===== src/rtl/pin_reset_pkg.sv =====
package pin_reset_pkg;

   // ----------------------------------------------------------------
   // Register map
   // ----------------------------------------------------------------
   localparam logic [7:0] PIN_SELECT_OFFSET = 8'h0B;
   localparam logic [7:0] UNLOCK_KEY_OFFSET = 8'h0D;
   localparam logic [7:0] SOFT_RESET_OFFSET = 8'h0F;
   localparam logic [7:0] OP_MODE_OFFSET = 8'h10;

   localparam int REG_WIDTH = 16;
   localparam int SEL_WIDTH = 5;
   localparam int SEL_LSB = 0;
   localparam int RESET_BIT_POS = 0;
   localparam int MODE_LSB = 0;

   localparam logic [4:0] PIN_SELECT_RESET = 5'h00;
   localparam logic [15:0] UNLOCK_KEY_RESET = 16'h0000;
   localparam logic [1:0] OP_MODE_RESET = 2'h0;

   // ----------------------------------------------------------------
   // Unlock key values
   // ----------------------------------------------------------------
   localparam logic [15:0] KEY_ALWAYS = 16'h04AD;
   localparam logic [15:0] KEY_PIN_ZERO = 16'h44AD;
   localparam logic [15:0] KEY_PIN_ONE = 16'h84AD;
   localparam logic [15:0] KEY_BOTH_PINS = 16'hC4AD;

   // ----------------------------------------------------------------
   // Pin zero functions, operating modes and reset sequencer states
   // ----------------------------------------------------------------
   typedef enum logic [4:0] {
      FUNC_LEGACY_INT = 5'h00,
      FUNC_CFG_INT = 5'h01,
      FUNC_SLOT_WINDOW = 5'h02,
      FUNC_PULSE_A = 5'h05,
      FUNC_PULSE_B = 5'h06,
      FUNC_PULSE_AB = 5'h07,
      FUNC_DATA_A = 5'h0C,
      FUNC_DATA_B = 5'h0D,
      FUNC_DATA_AB = 5'h0E,
      FUNC_HALF_RATE = 5'h0F,
      FUNC_DRIVE_LOW = 5'h10,
      FUNC_DRIVE_HIGH = 5'h11,
      FUNC_SLOW_CLOCK = 5'h13
   } pinFunc_t;

   typedef enum logic [1:0] {
      MODE_STANDBY = 2'h0,
      MODE_PROGRAM = 2'h1,
      MODE_NORMAL = 2'h2
   } opMode_t;

   typedef enum logic [1:0] {
      RST_IDLE = 2'b00,
      RST_ACK = 2'b01,
      RST_HOLD = 2'b11,
      RST_RELEASE = 2'b10
   } resetState_t;

   // ----------------------------------------------------------------
   // Timing
   // ----------------------------------------------------------------
   localparam int SYS_CLK_HZ = 20_000_000;
   localparam int SLOW_CLK_HZ = 32_000;
   localparam int SLOW_HALF_CYCLES = SYS_CLK_HZ / (2 * SLOW_CLK_HZ);
   localparam int SOFT_RESET_CYCLES = 16;

endpackage


===== src/rtl/pin_zero_if.sv =====
`timescale 1ns/10ps
interface pin_zero_if;
   import pin_reset_pkg::*;
   logic [4:0] funcSel;
   logic clear;
   logic legacyInt;
   logic cfgInt;
   logic slotWindow;
   logic pulseA;
   logic pulseB;
   logic dataCycleA;
   logic dataCycleB;
   logic sampleTick;
   logic slowClock;
   logic pinLevel;

   modport ctrl (output funcSel, clear, legacyInt, cfgInt, slotWindow, pulseA, pulseB,
                 output dataCycleA, dataCycleB, sampleTick, slowClock, input pinLevel);
   modport mux (input funcSel, clear, legacyInt, cfgInt, slotWindow, pulseA, pulseB,
                input dataCycleA, dataCycleB, sampleTick, slowClock, output pinLevel);
endinterface


===== src/rtl/pin_zero_mux.sv =====
`timescale 1ns/10ps
module pin_zero_mux
   import pin_reset_pkg::*;
(
   input wire logic clk,
   input wire logic rstN,
   pin_zero_if.mux pz
);

   logic halfRate_q;
   logic halfRate_d;
   logic level_q;
   logic level_d;

   // ----------------------------------------------------------------
   // Function selection
   // ----------------------------------------------------------------
   always_comb begin
      halfRate_d = halfRate_q;
      if (pz.clear) begin
         halfRate_d = 1'b0;
      end else if (pz.sampleTick) begin
         halfRate_d = ~halfRate_q;
      end
      level_d = 1'b0;
      case (pz.funcSel)
         FUNC_LEGACY_INT: level_d = pz.legacyInt;
         FUNC_CFG_INT: level_d = pz.cfgInt;
         FUNC_SLOT_WINDOW: level_d = pz.slotWindow;
         FUNC_PULSE_A: level_d = pz.pulseA;
         FUNC_PULSE_B: level_d = pz.pulseB;
         FUNC_PULSE_AB: level_d = pz.pulseA | pz.pulseB;
         FUNC_DATA_A: level_d = pz.dataCycleA;
         FUNC_DATA_B: level_d = pz.dataCycleB;
         FUNC_DATA_AB: level_d = pz.dataCycleA | pz.dataCycleB;
         FUNC_HALF_RATE: level_d = halfRate_q;
         FUNC_DRIVE_LOW: level_d = 1'b0;
         FUNC_DRIVE_HIGH: level_d = 1'b1;
         FUNC_SLOW_CLOCK: level_d = pz.slowClock;
         default: level_d = 1'b0;
      endcase
   end

   always_ff @(posedge clk or negedge rstN) begin
      if (!rstN) begin
         halfRate_q <= 1'b0;
         level_q <= 1'b0;
      end else begin
         halfRate_q <= halfRate_d;
         level_q <= level_d;
      end
   end

   assign pz.pinLevel = level_q;

endmodule


===== src/rtl/soft_reset_seq.sv =====
`timescale 1ns/10ps
module soft_reset_seq
   import pin_reset_pkg::*;
#(
   parameter int HOLD_CYCLES = SOFT_RESET_CYCLES
) (
   input wire logic clk,
   input wire logic rstN,
   input wire logic start,
   output logic busy,
   output logic resetActive
);

   localparam int CNT_W = $clog2(HOLD_CYCLES + 1);

   initial begin
      if (HOLD_CYCLES < 1) begin
         $error("soft_reset_seq: HOLD_CYCLES must be at least one");
      end
   end

   resetState_t state_q;
   resetState_t state_d;
   logic [CNT_W-1:0] count_q;
   logic [CNT_W-1:0] count_d;

   // ----------------------------------------------------------------
   // Sequencer
   // ----------------------------------------------------------------
   always_comb begin
      state_d = state_q;
      count_d = count_q;
      case (state_q)
         RST_IDLE: begin
            if (start) begin
               state_d = RST_ACK;
            end
         end
         RST_ACK: begin
            state_d = RST_HOLD;
            count_d = CNT_W'(HOLD_CYCLES - 1);
         end
         RST_HOLD: begin
            if (count_q == '0) begin
               state_d = RST_RELEASE;
            end else begin
               count_d = count_q - 1'b1;
            end
         end
         RST_RELEASE: state_d = RST_IDLE;
         default: state_d = RST_IDLE;
      endcase
   end

   always_ff @(posedge clk or negedge rstN) begin
      if (!rstN) begin
         state_q <= RST_IDLE;
         count_q <= '0;
      end else begin
         state_q <= state_d;
         count_q <= count_d;
      end
   end

   assign busy = (state_q != RST_IDLE);
   assign resetActive = (state_q == RST_HOLD);

endmodule


===== src/rtl/pin_select_reset_mode_regs.sv =====
`timescale 1ns/10ps
// Summary of operation
// - Five-bit pin zero function selector in bits 4..0, reset zero.
// - Selector zero drives pin zero with legacy interrupt behaviour.
// - Selector one drives pin zero with the configured interrupt.
// - Selector two: high from first slot start to last slot end.
// - Codes five, six, seven output slot A, slot B, both LED pulses.
// - Codes twelve to fourteen mark data cycles for A, B, either.
// - Code fifteen toggles pin zero every sample, half sample rate.
// - Code sixteen drives low, seventeen high; other codes unsupported.
// - Code nineteen routes the 32 kHz oscillator onto pin zero.
// - Sixteen-bit unlock key, reset zero; 0x04AD always permits address change.
// - Keys 0x44AD, 0x84AD, 0xC4AD permit change on pin zero, one, both high.
// - Writing one to reset bit resets device; bit clears when finished.
// - The reset write is acknowledged first, then defaults and standby.
// - Two-bit mode field: zero standby, one program.
module pin_select_reset_mode_regs
   import pin_reset_pkg::*;
#(
   parameter int RESET_HOLD_CYCLES = SOFT_RESET_CYCLES,
   parameter int SLOW_HALF = SLOW_HALF_CYCLES
) (
   input wire logic clk_sys,
   input wire logic rst_n,
   input wire logic [7:0] regAddr,
   input wire logic [15:0] regWrData,
   input wire logic regWrEn,
   input wire logic regRdEn,
   output logic [15:0] regRdData,
   output logic regRdValid,
   output logic regWrAck,
   input wire logic legacyIntIn,
   input wire logic cfgIntIn,
   input wire logic slotWindowIn,
   input wire logic ledPulseA,
   input wire logic ledPulseB,
   input wire logic dataCycleA,
   input wire logic dataCycleB,
   input wire logic sampleTick,
   input wire logic auxPinOne,
   output logic auxPinZero,
   output logic addrChangeEnable,
   output logic [1:0] opMode,
   output logic modeStandby,
   output logic modeProgram,
   output logic modeNormal,
   output logic deviceReset
);

   localparam int SLOW_W = $clog2(SLOW_HALF + 1);

   initial begin
      if (SLOW_HALF < 1) begin
         $error("pin_select_reset_mode_regs: SLOW_HALF must be at least one");
      end
      if (RESET_HOLD_CYCLES < 1) begin
         $error("pin_select_reset_mode_regs: RESET_HOLD_CYCLES must be at least one");
      end
   end

   // ----------------------------------------------------------------
   // Reset release
   // ----------------------------------------------------------------
   logic rstSync1_q;
   logic rstSync2_q;
   logic rstN;

   always_ff @(posedge clk_sys or negedge rst_n) begin
      if (!rst_n) begin
         rstSync1_q <= 1'b0;
         rstSync2_q <= 1'b0;
      end else begin
         rstSync1_q <= 1'b1;
         rstSync2_q <= rstSync1_q;
      end
   end

   assign rstN = rstSync2_q;

   // ----------------------------------------------------------------
   // Pin one synchroniser
   // ----------------------------------------------------------------
   logic pinOneMeta_q;
   logic pinOneSync_q;

   always_ff @(posedge clk_sys or negedge rstN) begin
      if (!rstN) begin
         pinOneMeta_q <= 1'b0;
         pinOneSync_q <= 1'b0;
      end else begin
         pinOneMeta_q <= auxPinOne;
         pinOneSync_q <= pinOneMeta_q;
      end
   end

   // ----------------------------------------------------------------
   // Software reset sequencer
   // ----------------------------------------------------------------
   logic resetStart;
   logic resetBusy;
   logic resetActive;

   assign resetStart = regWrEn && (regAddr == SOFT_RESET_OFFSET) && regWrData[RESET_BIT_POS] && !resetBusy;

   soft_reset_seq #(
      .HOLD_CYCLES(RESET_HOLD_CYCLES)
   ) resetSeq (
      .clk(clk_sys),
      .rstN(rstN),
      .start(resetStart),
      .busy(resetBusy),
      .resetActive(resetActive)
   );

   // ----------------------------------------------------------------
   // Slow oscillator divider
   // ----------------------------------------------------------------
   logic [SLOW_W-1:0] slowCount_q;
   logic [SLOW_W-1:0] slowCount_d;
   logic slowLevel_q;
   logic slowLevel_d;

   always_comb begin
      slowCount_d = slowCount_q;
      slowLevel_d = slowLevel_q;
      if (slowCount_q == SLOW_W'(SLOW_HALF - 1)) begin
         slowCount_d = '0;
         slowLevel_d = ~slowLevel_q;
      end else begin
         slowCount_d = slowCount_q + 1'b1;
      end
   end

   always_ff @(posedge clk_sys or negedge rstN) begin
      if (!rstN) begin
         slowCount_q <= '0;
         slowLevel_q <= 1'b0;
      end else begin
         slowCount_q <= slowCount_d;
         slowLevel_q <= slowLevel_d;
      end
   end

   // ----------------------------------------------------------------
   // Register file
   // ----------------------------------------------------------------
   logic [4:0] pinSelect_q;
   logic [4:0] pinSelect_d;
   logic [15:0] unlockKey_q;
   logic [15:0] unlockKey_d;
   logic [1:0] mode_q;
   logic [1:0] mode_d;
   logic writeOk;

   assign writeOk = regWrEn && !resetBusy;

   always_comb begin
      pinSelect_d = pinSelect_q;
      unlockKey_d = unlockKey_q;
      mode_d = mode_q;
      if (resetActive) begin
         pinSelect_d = PIN_SELECT_RESET;
         unlockKey_d = UNLOCK_KEY_RESET;
         mode_d = OP_MODE_RESET;
      end else if (writeOk) begin
         if (regAddr == PIN_SELECT_OFFSET) begin
            pinSelect_d = regWrData[SEL_LSB +: SEL_WIDTH];
         end else if (regAddr == UNLOCK_KEY_OFFSET) begin
            unlockKey_d = regWrData;
         end else if (regAddr == OP_MODE_OFFSET) begin
            mode_d = regWrData[MODE_LSB +: 2];
         end
      end
   end

   always_ff @(posedge clk_sys or negedge rstN) begin
      if (!rstN) begin
         pinSelect_q <= PIN_SELECT_RESET;
         unlockKey_q <= UNLOCK_KEY_RESET;
         mode_q <= OP_MODE_RESET;
      end else begin
         pinSelect_q <= pinSelect_d;
         unlockKey_q <= unlockKey_d;
         mode_q <= mode_d;
      end
   end

   // ----------------------------------------------------------------
   // Read port
   // ----------------------------------------------------------------
   logic [15:0] rdData_q;
   logic [15:0] rdData_d;
   logic rdValid_q;
   logic wrAck_q;

   always_comb begin
      rdData_d = 16'h0000;
      if (regAddr == PIN_SELECT_OFFSET) begin
         rdData_d[SEL_LSB +: SEL_WIDTH] = pinSelect_q;
      end else if (regAddr == UNLOCK_KEY_OFFSET) begin
         rdData_d = unlockKey_q;
      end else if (regAddr == SOFT_RESET_OFFSET) begin
         rdData_d[RESET_BIT_POS] = resetBusy;
      end else if (regAddr == OP_MODE_OFFSET) begin
         rdData_d[MODE_LSB +: 2] = mode_q;
      end
   end

   always_ff @(posedge clk_sys or negedge rstN) begin
      if (!rstN) begin
         rdData_q <= 16'h0000;
         rdValid_q <= 1'b0;
         wrAck_q <= 1'b0;
      end else begin
         rdData_q <= regRdEn ? rdData_d : rdData_q;
         rdValid_q <= regRdEn;
         wrAck_q <= regWrEn;
      end
   end

   assign regRdData = rdData_q;
   assign regRdValid = rdValid_q;
   assign regWrAck = wrAck_q;

   // ----------------------------------------------------------------
   // Pin zero function
   // ----------------------------------------------------------------
   pin_zero_if pz ();

   assign pz.funcSel = pinSelect_q;
   assign pz.clear = resetActive;
   assign pz.legacyInt = legacyIntIn;
   assign pz.cfgInt = cfgIntIn;
   assign pz.slotWindow = slotWindowIn;
   assign pz.pulseA = ledPulseA;
   assign pz.pulseB = ledPulseB;
   assign pz.dataCycleA = dataCycleA;
   assign pz.dataCycleB = dataCycleB;
   assign pz.sampleTick = sampleTick;
   assign pz.slowClock = slowLevel_q;

   pin_zero_mux pinMux (
      .clk(clk_sys),
      .rstN(rstN),
      .pz(pz)
   );

   assign auxPinZero = pz.pinLevel;

   // ----------------------------------------------------------------
   // Address change permission
   // ----------------------------------------------------------------
   logic addrEnable_q;
   logic addrEnable_d;

   always_comb begin
      addrEnable_d = 1'b0;
      if (unlockKey_q == KEY_ALWAYS) begin
         addrEnable_d = 1'b1;
      end else if (unlockKey_q == KEY_PIN_ZERO) begin
         addrEnable_d = pz.pinLevel;
      end else if (unlockKey_q == KEY_PIN_ONE) begin
         addrEnable_d = pinOneSync_q;
      end else if (unlockKey_q == KEY_BOTH_PINS) begin
         addrEnable_d = pz.pinLevel & pinOneSync_q;
      end
   end

   always_ff @(posedge clk_sys or negedge rstN) begin
      if (!rstN) begin
         addrEnable_q <= 1'b0;
      end else begin
         addrEnable_q <= addrEnable_d;
      end
   end

   assign addrChangeEnable = addrEnable_q;

   // ----------------------------------------------------------------
   // Mode decode
   // ----------------------------------------------------------------
   assign opMode = mode_q;
   assign modeStandby = (mode_q == MODE_STANDBY);
   assign modeProgram = (mode_q == MODE_PROGRAM);
   assign modeNormal = (mode_q == MODE_NORMAL);
   assign deviceReset = resetActive;

endmodule


===== config.mk =====
export PLATFORM = sky130hd
export DESIGN_NAME = pin_select_reset_mode_regs
export DESIGN_NICKNAME = d
export VERILOG_FILES = /design/src/rtl/pin_reset_pkg.sv /design/src/rtl/pin_zero_if.sv /design/src/rtl/pin_zero_mux.sv /design/src/rtl/soft_reset_seq.sv /design/src/rtl/pin_select_reset_mode_regs.sv
export SDC_FILE = /design/constraint.sdc
export NUM_CORES = 1
export LEC_CHECK = 0
export BUFFER_PORTS_ARGS = -buffer_cell sky130_fd_sc_hd__buf_2
export CAP_MARGIN = 10
export CORE_ASPECT_RATIO = 0.5
export CORE_MARGIN = 5
export CORE_UTILIZATION = 54
export DETAILED_ROUTE_END_ITERATION = 10
export PLACE_DENSITY = 0.79
export SYNTH_ARGS = -nofsm -noshare
export SYNTH_HDL_FRONTEND = slang
export SYNTH_SLANG_ARGS = --single-unit

===== constraint.sdc =====
create_clock -name clk_sys -period 2.8 [get_ports clk_sys]
set_input_delay 0.28 -clock clk_sys [delete_from_list [all_inputs] [get_ports clk_sys]]
set_output_delay 0.28 -clock clk_sys [all_outputs]
set_load 0.02 [all_outputs]

# After elaboration in Yosys (flattened, before gate mapping)
# Index checks and enable logic that the tools add are counted.
# W data, S select, Z words.
# totals
ff_bits	65
input_bits	37
elab_cells	107
# op_classes
addsub	2
eq_ne	30
n_mux	32
n_bitwise	5
n_reduce_logical	21
# op_table
operator	n
$mux W16	4
$eq A16 B16 Y1 const B	2
$mux W5	5
$eq A8 B4 Y1 const B	3
$eq A5 B4 Y1 const B	4
$mux W2	9
$eq A16 B11 Y1 const B	1
$eq A16 B15 Y1 const B	1
$eq A5 B3 Y1 const B	3
$mux W14	1
$reduce_bool A2 Y1	7
$pmux W1 S12	1
$mux W11	1
$eq A5 B5 Y1 const B	2
$logic_not A5 Y1	2
$pmux W5 S2	1
$add A9 B1 Y9 const B	1
$eq A9 B9 Y1 const B	1
$mux W9	1
$eq A8 B5 Y1 const B	1
$mux W1	8
$pmux W2 S4	1
$eq A2 B2 Y1 const B	3
$ne A2 B2 Y1 const B	3
14 further kinds	24

# Logic depth before layout (Yosys ltp)
# logic_depth
depth_word	6
depth_mapped	6
ltp_nobuf	6

# Cells and area by module
# From an unflattened synthesis, not the netlist that was laid out.
# hier_totals
cells_unflattened	294
hier_area_um2	3021.6
# modules_own_cells
module	instances	cells_per_inst	area_per_inst_um2
pin_select_reset_mode_regs	1	233	2472.4
soft_reset_seq	1	37	366.6
pin_zero_mux	1	24	182.7

# Worst setup path before layout
# OpenSTA, ideal clock, no wires.
# synth_path
path_type	reg2reg
start	register resetSeq.count_q[0]
end	register resetSeq.count_q[3]
setup_ns	0.123
t_arrival_ns	1.289
required_time_ns	2.677
path_slack_ns	1.389
path_stages_with_launch	7
synth_period_minus_slack_ns	1.411
path_cell_list	dfrtp_1 -> inv_1 -> ha_1 -> nor4b_2 -> nor4_1 -> mux2i_1 -> a21oi_1
# synth_between
elab_chain_len	3
# synth_rtl
element	line_no	rtl
from (decl)	soft_reset_seq.sv:24	logic [CNT_W-1:0] count_q;
from (signal assigned)	soft_reset_seq.sv:61	count_q <= count_d;
$sub A5 B1 Y5 / $logic_not A5 Y1 (equally long branches)	soft_reset_seq.sv:47, soft_reset_seq.sv:44	
$mux W5 / $ne A2 B2 Y1 (equally long branches)	-	
$pmux W5 S2 / $reduce_and A2 Y1 (equally long branches)	-	
# Several ways; a longest one is shown, not always the timed one. The select of a mux whose other input is x is not followed.
# A chain may end at the register's enable or synchronous reset.

# Final worst setup path
# layout_path
start	register resetSeq.state_q[0]
end	output port deviceReset
# layout_between
elab_chain_len	1
# layout_rtl
element	line_no	rtl
from (decl)	soft_reset_seq.sv:22	resetState_t state_q;
from (signal assigned)	soft_reset_seq.sv:60	state_q <= state_d;
$eq A2 B2 Y1	soft_reset_seq.sv:66	assign resetActive = (state_q == RST_HOLD);
to (decl)	pin_select_reset_mode_regs.sv:47	output logic deviceReset
# No other way between the ends.

==> results.cfg <==
[worst_setup_path]
cp_max_fo = 16
reg2reg_depth = 3
cp-start-kind = flip-flop
worstPathBufferInverterCount = 2
cp_data_required_time_ns = 2.52
cp_cell_sequence = nand2_1 -> inv_1 -> buf_2
path_class = reg -> out
crit_path_top_delay_cell = dfrtp_1
critPathMaxStageDelay_ns = 0.60
crit_family = flip-flops
cp_data_arrival_time_ns = 1.73
endpoint_kind = output port
cp.depth = 3

[run]
maxCapViolations = 0

[sta]
fin_setup_tns_ns = 0
fin_crit_sh = 0.7174
hold_viol = 0
max_freq_ghz = 0.4978
maxSlewViolCount = 0
fin_ws_ns = 0.7913
tightest_slew_ns = 0.6517
finalCriticalPeriod_ns = 2.009
finalClockSkew_ns = 0.01217
maxSlewHeadroom = 0.5655
setup_viol = 0
grt_setup_unrepaired = false

[clock_tree]
cts_root_buffer = clkbuf_8
numCtsBuffers = 9
clkSlewWorstSetupHoldPaths_ns = 0.07
cts.htree.levels = 3
clock_path_buffers = 2
cts_tree = built
insertion_delay_ns = 0.34
cts_setup_buffers = 0
numClockSinks = 65

[final_layout]
nets = 385
antenna_cells = 0
layout_common_cells = dfrtp_1, buf_2, nand2_1
final_common_cell = dfrtp_1
register_area_um2 = 1628
multi_input_area_um2 = 1227
area_growth_pct = 18.19
layout-drive-gt1-share = 0.2735
fillers = 415

[pwr]
p_int_mw = 1.664
ir_worst_vdd_uv = 365.2
cellLeakagePower_nw = 1.716
p_seq_frac = 0.497
clockPowerShare = 0.392
pwr-share-comb = 0.110
powerDensity_nw_per_um2 = 639.4
swShare = 0.2644
switching_power_mw = 0.5981

[synth]
syn_avg_cell_area_um2 = 10.43
synth_edf_count = 0
ys_async_sr_fraction = 1.000
ys_seq_area_frac = 0.5435
syn-cell-area_um2 = 2993
synth_nets = 326
ys_ff_latch = 65
synthDistinctLibCells = 56
synthCells = 287
yosysWarningCount = 0
ys.flop_type = dfrtp_1

[floorplanning]
die_h_um = 62.64
core_um2 = 5420
fp.dieW_um = 115.3
rows = 19
start_util = 0.5522
dieArea_um2 = 7221
ioPinCount = 63

[place]
place_hpwl_um = 4697
port_buffers = 62
dpl_worst_slack_ns = 1.103
place_congestion = 0.7992

[routing]
drtIter0Drc = 210
first_pass_iters = 4
ant_nets = 0
wirelength_um = 6545
drc = 0
avgViaCountPerCell = 5.575
via_count = 2364
routedWlPerCell_um = 15.44

[global_routing]
grt_overflow_total = 0
grt_pass1_vias = 2331
grt_max_degree = 34
antenna_found_initial = 0
grt_usage = 0.1948
grt_pass1_wl_um = 11120

[status]
status = completed

[hold_path]
hp-class = in -> reg
holdPathStages = 1
area by class of cell:
type	instances	area share
Clock buffer	10	0.03891
Sequential cell	65	0.4602
Timing Repair Buffer	65	0.09480
Tap cell	73	0.02582
Multi-Input combinational cell	198	0.3470
Clock inverter	6	0.02582
Inverter	7	0.007428
sequential cells by signal, indices dropped and copies added (netlist names), 2 cells and up:
name / flops
pinSelect_q: 5
regRdData: 16
slowCount_q: 9
resetSeq.state_q: 2
resetSeq.count_q: 5
opMode: 2
unlockKey_q: 16
metrics by stage:
step	utilization	hold slack (ns)	total power [mW]	instance area (um2)	cells
detailed placement	0.6085	0.06581	1.389	3298	407
floorplan	-	-0.01559	1.283	2993	287
finish	0.6526	0.06475	2.262	3537	424
global route	0.6526	0.03278	2.376	3537	424
CTS	0.6526	0.04658	2.276	3537	424
global placement	0.6085	0.06693	1.365	3298	407
cell families (layout without fill, tap and decap cells):
| kind of cell | count (synthesis) | count (layout) | share of synthesized area |
|---|---|---|---|
| buffers and inverters | 24 | 88 | 0.04640 |
| AND/OR/NAND/NOR | 118 | 118 | 0.2166 |
| multiplexers | 3 | 3 | 0.01003 |
| XOR/XNOR | 9 | 9 | 0.02634 |
| AO/OA/AOI/OAI | 65 | 65 | 0.1476 |
| adder cells (fa/ha/maj) | 2 | 2 | 0.008360 |
| other | 1 | 1 | 0.001253 |
| flip-flops | 65 | 65 | 0.5435 |
repair_timing:
action / in CTS / in global routing
endpoints found under the hold margin: 2 / 0
hold buffers: 1 / 0
gates resized for setup: 0 / 0
endpoints found under the setup margin: 0 / 0
worst paths after layout:
kind / startpoint / slack [ns] / to
min in group asynchronous: rst_n / 0.24 / rstN$_DFF_PN0_
worst max-delay path: resetSeq.state_q[0]$_DFFE_PN0P_ / 0.79 / deviceReset
worst max register to register: resetSeq.state_q[0]$_DFFE_PN0P_ / 1.06 / unlockKey_q[0]$_DFFE_PN0P_
worst min-delay path: auxPinOne / 0.06 / pinOneMeta_q$_DFF_PN0_
worst min register to register: rstN$_DFF_PN0_ / 0.29 / slowCount_q[5]$_DFF_PN0_
max in group asynchronous: rstN$_DFF_PN0_ / 1.63 / regRdData[1]$_DFFE_PN0P_
synthesized netlist by cell type, types with 2 or more instances:
master    instances  share of area
mux2i_1           3          0.010
dfrtp_1          65           0.54
nor3_4            2          0.011
nor2b_1           6          0.013
a221o_1           3          0.010
xor2_1            5          0.015
o21ai_0          20          0.033
a21oi_1          10          0.017
nor3_1            2         0.0033
buf_6             4          0.015
xnor2_1           4          0.012
o21bai_1          2         0.0050
nor4_1            2         0.0042
nand3_2           3          0.010
nor2_1           19          0.024
ha_1              2         0.0084
inv_1             7         0.0088
o21ai_2           3         0.0088
nand3_1          14          0.023
a31oi_1           2         0.0042
and4b_1           2         0.0067
clkbuf_1          6         0.0075
nand2b_1          4         0.0084
nand2_1          47          0.059
o21ai_1           2         0.0033
buf_2             6          0.010
nand4_1           2         0.0042
a22o_1           12          0.035
power groups by stage:
stage               clock network (mW)  logic [mW]  registers (mW)
global route                     0.954       0.281            1.14
finish                           0.887       0.250            1.13
detailed placement                   0       0.249            1.14
global placement                     0       0.232            1.13
CTS                              0.901       0.251            1.12
floorplan                            0       0.160            1.12
layer usage:
layer,up-vias,wire (um),track usage
li1,1128,-,-
met1,1161,2779,0.2416
met2,67,3303,0.3235
met3,8,379,0.06770
met4,0,83,0.05417
met5,-,0,0
Note: power is estimated with default switching activity, not from simulation.
